`config.mk`:
```
export PLATFORM = sky130hd
export DESIGN_NAME = accr_regs
export DESIGN_NICKNAME = d
export VERILOG_FILES = /design/src/verilog/accr_pkg.sv /design/src/verilog/accr_regs.sv /design/src/verilog/accr_cal_join.sv /design/src/verilog/accr_cfg_split.sv
export VERILOG_INCLUDE_DIRS = /design/src /design/src/verilog
export SDC_FILE = /design/constraint.sdc
export NUM_CORES = 1
export LEC_CHECK = 0
export ABC_AREA = 1
export BUFFER_PORTS_ARGS = -buffer_cell sky130_fd_sc_hd__buf_2
export CAP_MARGIN = 20
export CORE_ASPECT_RATIO = 0.8
export CORE_MARGIN = 8
export CORE_UTILIZATION = 30
export DETAILED_ROUTE_END_ITERATION = 8
export PLACE_DENSITY = 0.5
export SKIP_CTS_REPAIR_TIMING = 1
export SLEW_MARGIN = 30
export SYNTH_ARGS = -nofsm -noshare
export SYNTH_HDL_FRONTEND = slang
export SYNTH_SLANG_ARGS = --single-unit
```
`constraint.sdc`:
```
create_clock -name ref_clk_in -period 1.7 [get_ports ref_clk_in]
set_input_delay 0.17 -clock ref_clk_in [delete_from_list [all_inputs] [get_ports ref_clk_in]]
set_output_delay 0.17 -clock ref_clk_in [all_outputs]
set_load 0.03 [all_outputs]
```
`src/verilog/accr_defs.svh`:
```
// Offsets, field positions and reset values of the channel calibration registers
`ifndef ACCR_DEFS_SVH
`define ACCR_DEFS_SVH

// ==========================================================
// Register offsets (word addresses)
`define ACCR_ADDR_CH5_GAIN_HIGH 8'h25
`define ACCR_ADDR_CH5_GAIN_LOW 8'h26
`define ACCR_ADDR_CH6_CONFIG 8'h27
`define ACCR_ADDR_CH6_OFFSET_HIGH 8'h28
`define ACCR_ADDR_CH6_OFFSET_LOW 8'h29

// ==========================================================
// Reset values
`define ACCR_RST_CH5_GAIN_HIGH 16'h8000
`define ACCR_RST_CH5_GAIN_LOW 8'h00
`define ACCR_RST_CH6_PHASE 10'h000
`define ACCR_RST_CH6_DC_OFF 1'b0
`define ACCR_RST_CH6_SEL 2'h0
`define ACCR_RST_CH6_OFFSET_HIGH 16'h0000
`define ACCR_RST_CH6_OFFSET_LOW 8'h00
`define ACCR_RST_GAIN_VALUE 24'h800000
`define ACCR_RST_OFFSET_VALUE 24'h000000

// ==========================================================
// Field positions
`define ACCR_PHASE_MSB 15
`define ACCR_PHASE_LSB 6
`define ACCR_RSVD_CFG_MSB 5
`define ACCR_RSVD_CFG_LSB 3
`define ACCR_DC_OFF_BIT 2
`define ACCR_SEL_MSB 1
`define ACCR_SEL_LSB 0
`define ACCR_LOW_FIELD_MSB 15
`define ACCR_LOW_FIELD_LSB 8
`define ACCR_RSVD_LOW_MSB 7
`define ACCR_RSVD_LOW_LSB 0
`define ACCR_MIN_ADDR_W 6

`endif

```
`src/verilog/accr_pkg.sv`:
```
// Types shared by the channel calibration register bank
package accr_pkg;

    // ==========================================================
    // Converter input source of channel six
    typedef enum logic [1:0] {
        ACCR_SRC_PINS,
        ACCR_SRC_SHORTED,
        ACCR_SRC_POS_TEST,
        ACCR_SRC_NEG_TEST
    } accr_src_t;

    // ==========================================================
    // Register port request from the host side
    typedef struct packed {
        logic [7:0] addr;
        logic [15:0] wdata;
        logic wr;
        logic rd;
    } accr_bus_req_t;

    // Decoded channel six configuration
    typedef struct packed {
        logic signed [9:0] ch6_phase_delay;
        logic ch6_dc_block_off;
        logic dc_block_active;
        accr_src_t ch6_input_select;
    } accr_ch_cfg_t;

endpackage

```
`src/verilog/accr_regs.sv`:
```
// Channel five gain and channel six configuration and offset calibration registers
//
// Overview of operation
// RULE1: Upper gain word forms gain bits 23:8
// RULE2: Lower gain byte forms gain bits 7:0
// RULE3: Gain value is unsigned, unity at midscale
// RULE4: Offset value joined, two's complement
// RULE5: Phase delay is signed bits 15:6
// RULE6: Bit 2 disables DC block for channel
// RULE7: Bits 1:0 select converter input source
// RULE8: Configuration bits 5:3 read as zero
// RULE9: Low byte of lower words reads zero
// RULE10: Configuration resets to all zeros
// RULE11: Upper gain word resets to unity
// RULE12: Writes to reserved bits are ignored
`timescale 1ns/1ps
`default_nettype none
`include "accr_defs.svh"

module accr_regs #(
    parameter int ADDR_W = 8
) (
    // Clock, reset, enable
    input wire logic ref_clk_in,
    input wire logic rst_in,
    input wire logic ce_in,
    // Register port
    input wire accr_pkg::accr_bus_req_t bus_req_in,
    output logic [15:0] rd_data_out,
    output logic rd_valid_out,
    // Global setting from elsewhere in the device
    input wire logic global_dc_block_setting_in,
    // Calibration and configuration values
    output logic [23:0] ch5_gain_out,
    output logic signed [23:0] ch6_offset_out,
    output accr_pkg::accr_ch_cfg_t ch6_config_out
);
    import accr_pkg::*;

    // ==========================================================
    // Elaboration check
    if (ADDR_W < `ACCR_MIN_ADDR_W || ADDR_W > 8) begin : g_bad_addr_w
        $error("ADDR_W must lie between 6 and 8");
    end

    // ==========================================================
    // Storage
    logic [15:0] ch5_gain_upper_bits_r;
    logic [7:0] ch5_gain_lower_bits_r;
    logic [9:0] ch6_phase_delay_r;
    logic ch6_dc_block_off_r;
    logic [1:0] ch6_input_select_r;
    logic [15:0] ch6_offset_upper_bits_r;
    logic [7:0] ch6_offset_lower_bits_r;
    logic [15:0] rd_data_nxt;
    logic [23:0] offset_raw;
    logic [7:0] addr;

    // Address bits above the port width are taken as zero
    assign addr = 8'(bus_req_in.addr[ADDR_W-1:0]);

    // Write strobe aimed at one register
    function automatic logic wr_hit(input accr_bus_req_t req, input logic [7:0] a,
                                    input logic [7:0] target);
        wr_hit = req.wr && (a == target);
    endfunction

    // Lower calibration word: field in the upper byte, reserved byte reads zero
    function automatic logic [15:0] low_word(input logic [7:0] field);
        low_word = {field, 8'h00};
    endfunction

    // ==========================================================
    // Channel five gain, upper word
    always_ff @(posedge ref_clk_in) begin
        if (rst_in) begin
            ch5_gain_upper_bits_r <= `ACCR_RST_CH5_GAIN_HIGH; // RULE11
        end else if (ce_in && wr_hit(bus_req_in, addr, `ACCR_ADDR_CH5_GAIN_HIGH)) begin
            ch5_gain_upper_bits_r <= bus_req_in.wdata;
        end
    end

    // Channel five gain, lower byte; the reserved low byte is not stored
    always_ff @(posedge ref_clk_in) begin
        if (rst_in) begin
            ch5_gain_lower_bits_r <= `ACCR_RST_CH5_GAIN_LOW;
        end else if (ce_in && wr_hit(bus_req_in, addr, `ACCR_ADDR_CH5_GAIN_LOW)) begin
            ch5_gain_lower_bits_r <= bus_req_in.wdata[`ACCR_LOW_FIELD_MSB:`ACCR_LOW_FIELD_LSB]; // RULE12
        end
    end

    // ==========================================================
    // Channel six configuration; bits 5:3 have no storage at all
    always_ff @(posedge ref_clk_in) begin
        if (rst_in) begin
            ch6_phase_delay_r <= `ACCR_RST_CH6_PHASE; // RULE10
            ch6_dc_block_off_r <= `ACCR_RST_CH6_DC_OFF; // RULE10
            ch6_input_select_r <= `ACCR_RST_CH6_SEL; // RULE10
        end else if (ce_in && wr_hit(bus_req_in, addr, `ACCR_ADDR_CH6_CONFIG)) begin
            ch6_phase_delay_r <= bus_req_in.wdata[`ACCR_PHASE_MSB:`ACCR_PHASE_LSB]; // RULE5
            ch6_dc_block_off_r <= bus_req_in.wdata[`ACCR_DC_OFF_BIT]; // RULE6
            ch6_input_select_r <= bus_req_in.wdata[`ACCR_SEL_MSB:`ACCR_SEL_LSB]; // RULE7
        end
    end

    // ==========================================================
    // Channel six offset, upper word and lower byte
    always_ff @(posedge ref_clk_in) begin
        if (rst_in) begin
            ch6_offset_upper_bits_r <= `ACCR_RST_CH6_OFFSET_HIGH;
        end else if (ce_in && wr_hit(bus_req_in, addr, `ACCR_ADDR_CH6_OFFSET_HIGH)) begin
            ch6_offset_upper_bits_r <= bus_req_in.wdata;
        end
    end

    always_ff @(posedge ref_clk_in) begin
        if (rst_in) begin
            ch6_offset_lower_bits_r <= `ACCR_RST_CH6_OFFSET_LOW;
        end else if (ce_in && wr_hit(bus_req_in, addr, `ACCR_ADDR_CH6_OFFSET_LOW)) begin
            ch6_offset_lower_bits_r <= bus_req_in.wdata[`ACCR_LOW_FIELD_MSB:`ACCR_LOW_FIELD_LSB]; // RULE12
        end
    end

    // ==========================================================
    // Read decode; unmapped addresses read zero
    always_comb begin
        rd_data_nxt = 16'h0000;
        unique case (addr)
            `ACCR_ADDR_CH5_GAIN_HIGH: begin
                rd_data_nxt = ch5_gain_upper_bits_r;
            end
            `ACCR_ADDR_CH5_GAIN_LOW: begin
                rd_data_nxt = low_word(ch5_gain_lower_bits_r); // RULE9
            end
            `ACCR_ADDR_CH6_CONFIG: begin
                // Reserved bits 5:3 are tied low
                rd_data_nxt = {ch6_phase_delay_r, 3'h0, ch6_dc_block_off_r,
                               ch6_input_select_r}; // RULE8
            end
            `ACCR_ADDR_CH6_OFFSET_HIGH: begin
                rd_data_nxt = ch6_offset_upper_bits_r;
            end
            `ACCR_ADDR_CH6_OFFSET_LOW: begin
                rd_data_nxt = low_word(ch6_offset_lower_bits_r); // RULE9
            end
            default: begin
                rd_data_nxt = 16'h0000;
            end
        endcase
    end

    // Read data stands in the cycle after the strobe, zero after other enabled edges; a low enable holds them
    always_ff @(posedge ref_clk_in) begin
        if (rst_in) begin
            rd_data_out <= 16'h0000;
            rd_valid_out <= 1'b0;
        end else if (ce_in) begin
            rd_data_out <= bus_req_in.rd ? rd_data_nxt : 16'h0000;
            rd_valid_out <= bus_req_in.rd;
        end
    end

    // ==========================================================
    // Joined calibration values
    // Gain is unsigned: 800000h is unity, range 0 to just under 2
    accr_cal_join #(
        .RESET_VAL(`ACCR_RST_GAIN_VALUE)
    ) u_gain_join (
        .ref_clk_in(ref_clk_in),
        .rst_in(rst_in),
        .ce_in(ce_in),
        .upper_in(ch5_gain_upper_bits_r), // RULE1
        .lower_in(ch5_gain_lower_bits_r), // RULE2
        .cal_val_out(ch5_gain_out) // RULE3
    );

    // Offset is the same join, read as two's complement by the consumer
    accr_cal_join #(
        .RESET_VAL(`ACCR_RST_OFFSET_VALUE)
    ) u_offset_join (
        .ref_clk_in(ref_clk_in),
        .rst_in(rst_in),
        .ce_in(ce_in),
        .upper_in(ch6_offset_upper_bits_r),
        .lower_in(ch6_offset_lower_bits_r),
        .cal_val_out(offset_raw)
    );

    assign ch6_offset_out = $signed(offset_raw); // RULE4

    // Configuration decode, registered
    accr_cfg_split u_cfg_split (
        .ref_clk_in(ref_clk_in),
        .rst_in(rst_in),
        .ce_in(ce_in),
        .phase_in(ch6_phase_delay_r),
        .dc_off_in(ch6_dc_block_off_r),
        .sel_in(ch6_input_select_r),
        .global_dc_block_setting_in(global_dc_block_setting_in),
        .cfg_out(ch6_config_out)
    );

    // ==========================================================
    // Assertions
    property p_gain_upper;
        @(posedge ref_clk_in) disable iff (rst_in)
        (ce_in && wr_hit(bus_req_in, addr, `ACCR_ADDR_CH5_GAIN_HIGH)) ##1 ce_in
        |=> ch5_gain_out[23:8] == $past(bus_req_in.wdata, 2);
    endproperty
    a_gain_upper: assert property (p_gain_upper) else $error("gain upper bits wrong"); // RULE1

    property p_gain_lower;
        @(posedge ref_clk_in) disable iff (rst_in)
        (ce_in && wr_hit(bus_req_in, addr, `ACCR_ADDR_CH5_GAIN_LOW)) ##1 ce_in
        |=> ch5_gain_out[7:0] == $past(bus_req_in.wdata[15:8], 2);
    endproperty
    a_gain_lower: assert property (p_gain_lower) else $error("gain lower bits wrong"); // RULE2

    property p_gain_unsigned;
        @(posedge ref_clk_in) disable iff (rst_in)
        ($past(ce_in) && !$past(rst_in))
        |-> ch5_gain_out == $past({ch5_gain_upper_bits_r, ch5_gain_lower_bits_r});
    endproperty
    a_gain_unsigned: assert property (p_gain_unsigned) else $error("gain value mismatch"); // RULE3

    property p_offset_join;
        @(posedge ref_clk_in) disable iff (rst_in)
        ($past(ce_in) && !$past(rst_in))
        |-> ch6_offset_out == $signed($past({ch6_offset_upper_bits_r,
                                             ch6_offset_lower_bits_r}))
            && ch6_offset_out[23] == $past(ch6_offset_upper_bits_r[15]);
    endproperty
    a_offset_join: assert property (p_offset_join) else $error("offset value mismatch"); // RULE4

    property p_phase_field;
        @(posedge ref_clk_in) disable iff (rst_in)
        (ce_in && wr_hit(bus_req_in, addr, `ACCR_ADDR_CH6_CONFIG)) ##1 ce_in
        |=> ch6_config_out.ch6_phase_delay == $signed($past(bus_req_in.wdata[15:6], 2))
            && ch6_config_out.ch6_input_select == accr_src_t'($past(bus_req_in.wdata[1:0], 2));
    endproperty
    a_phase_field: assert property (p_phase_field) else $error("phase or input wrong"); // RULE5

    property p_dc_block;
        @(posedge ref_clk_in) disable iff (rst_in)
        ($past(ce_in) && !$past(rst_in))
        |-> ch6_config_out.dc_block_active ==
            ($past(global_dc_block_setting_in) && !$past(ch6_dc_block_off_r));
    endproperty
    a_dc_block: assert property (p_dc_block) else $error("DC block state wrong"); // RULE6

    property p_input_sel;
        @(posedge ref_clk_in) disable iff (rst_in)
        ($past(ce_in) && !$past(rst_in))
        |-> ch6_config_out.ch6_input_select == accr_src_t'($past(ch6_input_select_r));
    endproperty
    a_input_sel: assert property (p_input_sel) else $error("input select wrong"); // RULE7

    property p_cfg_rsvd;
        @(posedge ref_clk_in) disable iff (rst_in)
        (ce_in && bus_req_in.rd && addr == `ACCR_ADDR_CH6_CONFIG)
        |=> rd_valid_out && rd_data_out[5:3] == 3'h0;
    endproperty
    a_cfg_rsvd: assert property (p_cfg_rsvd) else $error("config reserved bits set"); // RULE8

    property p_low_rsvd;
        @(posedge ref_clk_in) disable iff (rst_in)
        (ce_in && bus_req_in.rd && (addr == `ACCR_ADDR_CH5_GAIN_LOW ||
                                    addr == `ACCR_ADDR_CH6_OFFSET_LOW))
        |=> rd_data_out[7:0] == 8'h00;
    endproperty
    a_low_rsvd: assert property (p_low_rsvd) else $error("low byte not zero"); // RULE9

    property p_cfg_reset;
        @(posedge ref_clk_in) disable iff (rst_in)
        $past(rst_in) |-> ch6_phase_delay_r == 10'h000 && !ch6_dc_block_off_r
                          && ch6_input_select_r == 2'h0;
    endproperty
    a_cfg_reset: assert property (p_cfg_reset) else $error("config reset wrong"); // RULE10

    property p_gain_reset;
        @(posedge ref_clk_in) disable iff (rst_in)
        $past(rst_in) |-> ch5_gain_upper_bits_r == 16'h8000;
    endproperty
    a_gain_reset: assert property (p_gain_reset) else $error("gain reset wrong"); // RULE11

    property p_rsvd_write;
        @(posedge ref_clk_in) disable iff (rst_in)
        (ce_in && wr_hit(bus_req_in, addr, `ACCR_ADDR_CH6_CONFIG))
        ##1 (ce_in && bus_req_in.rd && addr == `ACCR_ADDR_CH6_CONFIG)
        |=> rd_data_out == ($past(bus_req_in.wdata, 2) & 16'hffc7);
    endproperty
    a_rsvd_write: assert property (p_rsvd_write) else $error("reserved write stored"); // RULE12

    // Main scenarios
    c_gain_write: cover property (@(posedge ref_clk_in) disable iff (rst_in)
        ce_in && wr_hit(bus_req_in, addr, `ACCR_ADDR_CH5_GAIN_HIGH));
    c_dc_off: cover property (@(posedge ref_clk_in) disable iff (rst_in)
        global_dc_block_setting_in && ch6_config_out.ch6_dc_block_off);
    c_neg_offset: cover property (@(posedge ref_clk_in) disable iff (rst_in)
        ch6_offset_out[23]);

endmodule
`default_nettype wire

```
`src/verilog/accr_cal_join.sv`:
```
// Joins an upper calibration word and a lower byte into a registered 24-bit value
`timescale 1ns/1ps
`default_nettype none

module accr_cal_join #(
    parameter logic [23:0] RESET_VAL = 24'h000000
) (
    // Clock, reset, enable
    input wire logic ref_clk_in,
    input wire logic rst_in,
    input wire logic ce_in,
    // Register contents
    input wire logic [15:0] upper_in,
    input wire logic [7:0] lower_in,
    // Joined value
    output logic [23:0] cal_val_out
);

    // ==========================================================
    // Joined value
    // Registered so the consumer sees a value that never glitches mid-update
    always_ff @(posedge ref_clk_in) begin
        if (rst_in) begin
            cal_val_out <= RESET_VAL;
        end else if (ce_in) begin
            cal_val_out <= {upper_in, lower_in};
        end
    end

endmodule
`default_nettype wire

```
`src/verilog/accr_cfg_split.sv`:
```
// Decodes the channel six configuration fields into a registered struct
`timescale 1ns/1ps
`default_nettype none

module accr_cfg_split (
    // Clock, reset, enable
    input wire logic ref_clk_in,
    input wire logic rst_in,
    input wire logic ce_in,
    // Stored fields
    input wire logic [9:0] phase_in,
    input wire logic dc_off_in,
    input wire logic [1:0] sel_in,
    input wire logic global_dc_block_setting_in,
    // Decoded configuration
    output accr_pkg::accr_ch_cfg_t cfg_out
);
    import accr_pkg::*;

    // ==========================================================
    // Decoded configuration
    always_ff @(posedge ref_clk_in) begin
        if (rst_in) begin
            cfg_out <= '0;
        end else if (ce_in) begin
            cfg_out.ch6_phase_delay <= $signed(phase_in);
            cfg_out.ch6_dc_block_off <= dc_off_in;
            // Per-channel disable overrides the global setting
            cfg_out.dc_block_active <= global_dc_block_setting_in & ~dc_off_in;
            cfg_out.ch6_input_select <= accr_src_t'(sel_in);
        end
    end

endmodule
`default_nettype wire

```
==> results.md <==
- The share of synthesized area in the top cell type comes to 0.512.
- Across the run, the number of max-cap violations was 0.
- The number of DRC violations after detailed routing is 0.
- The net load switching power is roughly 1900 uW.
- The power density over cell area is ~1100 mW/mm^2.
- The clock network power share is 0.485.
- Using the TritonRoute via totals, the vias-per-cell ratio works out to between 4 and 5.
- The die covers ~0.023 mm^2.
- The number of standard-cell rows in the floorplan is 44.
- The post-synthesis async set-or-reset flop share is 0.
- The maximum number of pins on one net before global-route repair is around 90.
- Relative to the synthesized area, the layout overhead comes to 25.4%.
- The number of standard cells after synthesis is about 680.
- sky130_fd_sc_hd__dfxtp_1 takes more of the synthesized area than any other cell.
- The remaining antenna violation count is 0.
- Counting every sink on the clock net gives 140.
- The worst min-delay path endpoint is u_cfg_split.cfg_out[2].
- The initial antenna violation count is 1.
- In this run the critical register-to-register path is captured at rd_data_out[2].
- STA puts the critical path data required time at between 2 and 2.5 ns.
- The number of hold-slack violations in the final timing report is 1.
- The die height is 137 um.
- The total wirelength of the detailed-routed design is ~17 mm.
- The routed design could run at a clock period as short as approximately 1.2 ns.
- The average footprint of a synthesized cell is approximately 8 um^2.
- The arrival time at the worst endpoint is between 1.5 and 2 ns.
- The die is roughly 170 um wide.
- The number of cells traversed by the worst register-to-register path is 4.
- The detailed placer's ending HPWL is roughly 12 mm.
- The mapped netlist covers roughly 0.0055 mm^2.
- The clock tree skew after final layout is roughly 0.011 ns.
- After synthesis the netlist holds a flip-flop and latch count of 140.
- In this run the tool buffered the top-level ports with roughly 110 buffer cells.
- Pin placement for this block handled 109 I/O pins.
- Of the total power, the share spent switching nets is 0.242.
- The flow ran to the end, but the final reports show violations.
- The number of clock buffers inserted by TritonCTS is 17.
- For the final routed database, the setup TNS stands at 0 ns.
- The checks that failed: hold timing.
- The worst-margin pin slew is approximately 0.35 ns.
- After floorplanning, the core was sized to cover 0.0180 mm^2.
- The register-to-register setup slack is between 0.7 and 0.8 ns.
- The class of the most critical setup path is in -> reg.
- The synthesis warning total is 0.
- The detail-routed net length per standard cell is approximately 16 um.
- The combined global-route utilization of all metal layers is 0.146.
- Setup repair after global routing left no endpoint under its margin.
- Traced cell by cell, the critical path runs through buf_2 > inv_2 > nand2_2 > nor2_2 > nand2_1 > nand3_2 > nor2_2 > nor2_8 > nand2_1 > a21oi_1.
- The slowest stage of the critical path belongs to the cell sky130_fd_sc_hd__nand2_1.
- The initial core utilization is 0.304.
- The leakage power is between 0.002 and 0.003 uW.
- The biggest cell delay along the critical path is about 0.26 ns.
- The initial DRC count is between 300 and 400.
- TritonCTS built the clock tree.
- The total count of max-transition violations in the final report is 0.
- Counting both buffers and inverters, the worst setup path holds a total of 2.
- The start of the worst register-to-register path is ch6_dc_block_off_r.
- The proportion of power drawn by combinational gates is 0.076.
- The most used flip-flop cell after synthesis is sky130_fd_sc_hd__dfxtp_1.
- The root buffer cell chosen for the clock tree is sky130_fd_sc_hd__clkbuf_16.
- Measured on the finished design, the core utilization comes to 0.381.
- Headroom to the max-slew limit came out at 0.764.
- The insertion delay of the later-clocked pin in the worst-skew pair is roughly 0.42 ns.
- On the critical path the largest part of the delay comes from simple AND/OR/NAND/NOR gates.
- The proportion of power drawn by flip-flops and latches is 0.440.
- In this run the worst path has a maximum fanout of 16.
- The start point of the critical path is bus_req_in[20].
- 0 antenna diodes ended up in the layout.
- The commonest cells after synthesis are sky130_fd_sc_hd__dfxtp_1, sky130_fd_sc_hd__o21ai_0, sky130_fd_sc_hd__a21oi_1, sky130_fd_sc_hd__inv_1, sky130_fd_sc_hd__nand2_1.
- The H-tree depth reported by CTS is 4.
- IR analysis of the VDD net gives a maximum drop of around 520 uV.
- The maximum clock rate is 806 MHz.
- The via count of the first global-routing pass is around 4400.
- Sorting the synthesized cells by area gives the leading types as sky130_fd_sc_hd__dfxtp_1, sky130_fd_sc_hd__o21ai_0, sky130_fd_sc_hd__a21oi_1, sky130_fd_sc_hd__inv_1, sky130_fd_sc_hd__nand2_1.
- The net count of the finished layout is approximately 820.
- The share of final-layout standard cells stronger than drive strength 1 is 0.253.
- The global placer's final weighted congestion is roughly 0.76.
- The global-route wire length before repair is approximately 26 mm.
- The filler cells instantiated in the layout total approximately 1900.
- The number of enable-type register cells in the synthesized netlist is 0.
- The worst setup path is launched from an input port.
- On the final layout, the worst hold slack is -0.000428 ns.
- The number of iterations in the first detailed-routing pass is 4.
- The post-synth net total is 714.
- The internal power of the cells totals between 5000 and 6000 uW.
- STA classifies the critical path endpoint as a flop.
- For this run, the register share of the synthesized area comes to 0.512.
- The maximum count of clock buffers along a single path is 2.
- The launch point of the worst hold path is global_dc_block_setting_in.
- sky130_fd_sc_hd__dfxtp_1 is the most common cell in the netlist.
- The distinct cell type count of the synthesized netlist is 26.
- The type of the tightest min-delay check is in -> reg.
- The number of stages on the worst hold path is 3.
- The via count of the routed design is 4745.
- The residual overflow from global routing is 0.
- Setup violations remaining at the end of the flow were counted as 0.
- Dividing the final minimum period by the clock period gives 0.730.
- After clock tree synthesis, the clock-pin slew on the worst setup and hold paths is roughly 0.060 ns.
## power by group through the flow
stage	Clock, uW	Sequential [uW]	Combinational [uW]
after CTS	3820	3390	592
after global placement	0	3460	589
after detailed placement	0	3460	588
after global routing	3970	3400	638
after floorplan	0	3610	221
final	3740	3390	583
## sequential cells by signal (all words and copies together) (netlist names), 2 cells and up
signal / cells
ch6_offset_upper_bits_r: 16
ch5_gain_lower_bits_r: 8
rd_data_out: 16
u_gain_join.cal_val_out: 24
ch6_input_select_r: 2
ch6_phase_delay_r: 10
u_offset_join.cal_val_out: 24
ch6_offset_lower_bits_r: 8
ch5_gain_upper_bits_r: 16
u_cfg_split.cfg_out: 14
## cell usage in the layout (no fill, tap or decap), drive strengths merged
master      n
clkinv      6
o22ai       3
a21oi     123
o21ai     128
buf       128
clkinvlp    2
nand2      80
a211oi      1
o211ai      6
clkbuf     19
dfxtp     140
nand3      27
bufinv      3
nor2       56
inv        74
## routing by layer
metal	routed length [um]	vias up	track usage
met4	145	2	0.0419
met2	6210	144	0.187
met3	1260	17	0.0536
li1	-	2465	-
met5	13	-	0
met1	8950	2117	0.217
## logic make-up after synthesis
family / count (synthesis) / synth area share
AND/OR/NAND/NOR: 163 / 0.143
buffers and inverters: 120 / 0.0949
AO/OA/AOI/OAI: 261 / 0.250
flip-flops: 140 / 0.512
## worst min-delay path, stage by stage
cell	delay, ns
sky130_fd_sc_hd__buf_2	0.08
sky130_fd_sc_hd__a21oi_1	0.06
sky130_fd_sc_hd__nor2_1	0.08
## through the flow
step	hold WS [ns]	cell area (um^2)	cells	setup WS, ns	total power [uW]
after floorplan	0.315	5470	684	0.452	3830
after global placement	0.426	6270	996	0.0793	4050
after detailed placement	0.437	6270	996	0.0579	4050
after CTS	-0.0115	6860	1026	0.499	7800
after global routing	0.00399	6860	1026	0.294	8010
final	-0.000428	6860	1026	0.460	7710
## area by class of cell
cell class,count,area [um^2],area share
clock buffers,19,443,0.0646
well taps,230,288,0.0419
flip-flops and latches,140,2800,0.408
inverters,74,280,0.0408
repair buffers,128,753,0.110
multi-input cells,424,2150,0.313
clock inverters,11,146,0.0213
## worst max-delay path by stage
stage / to / cells after the start / slack [ns]
after global placement: rd_data_out[3] / 11 / 0.08
after floorplan: rd_data_out[6] / 11 / 0.45
after detailed placement: rd_data_out[1] / 10 / 0.06
after global routing: rd_data_out[10] / 12 / 0.29
final: rd_data_out[1] / 10 / 0.46
after CTS: rd_data_out[1] / 10 / 0.50
(Power assumes the default switching activity.)
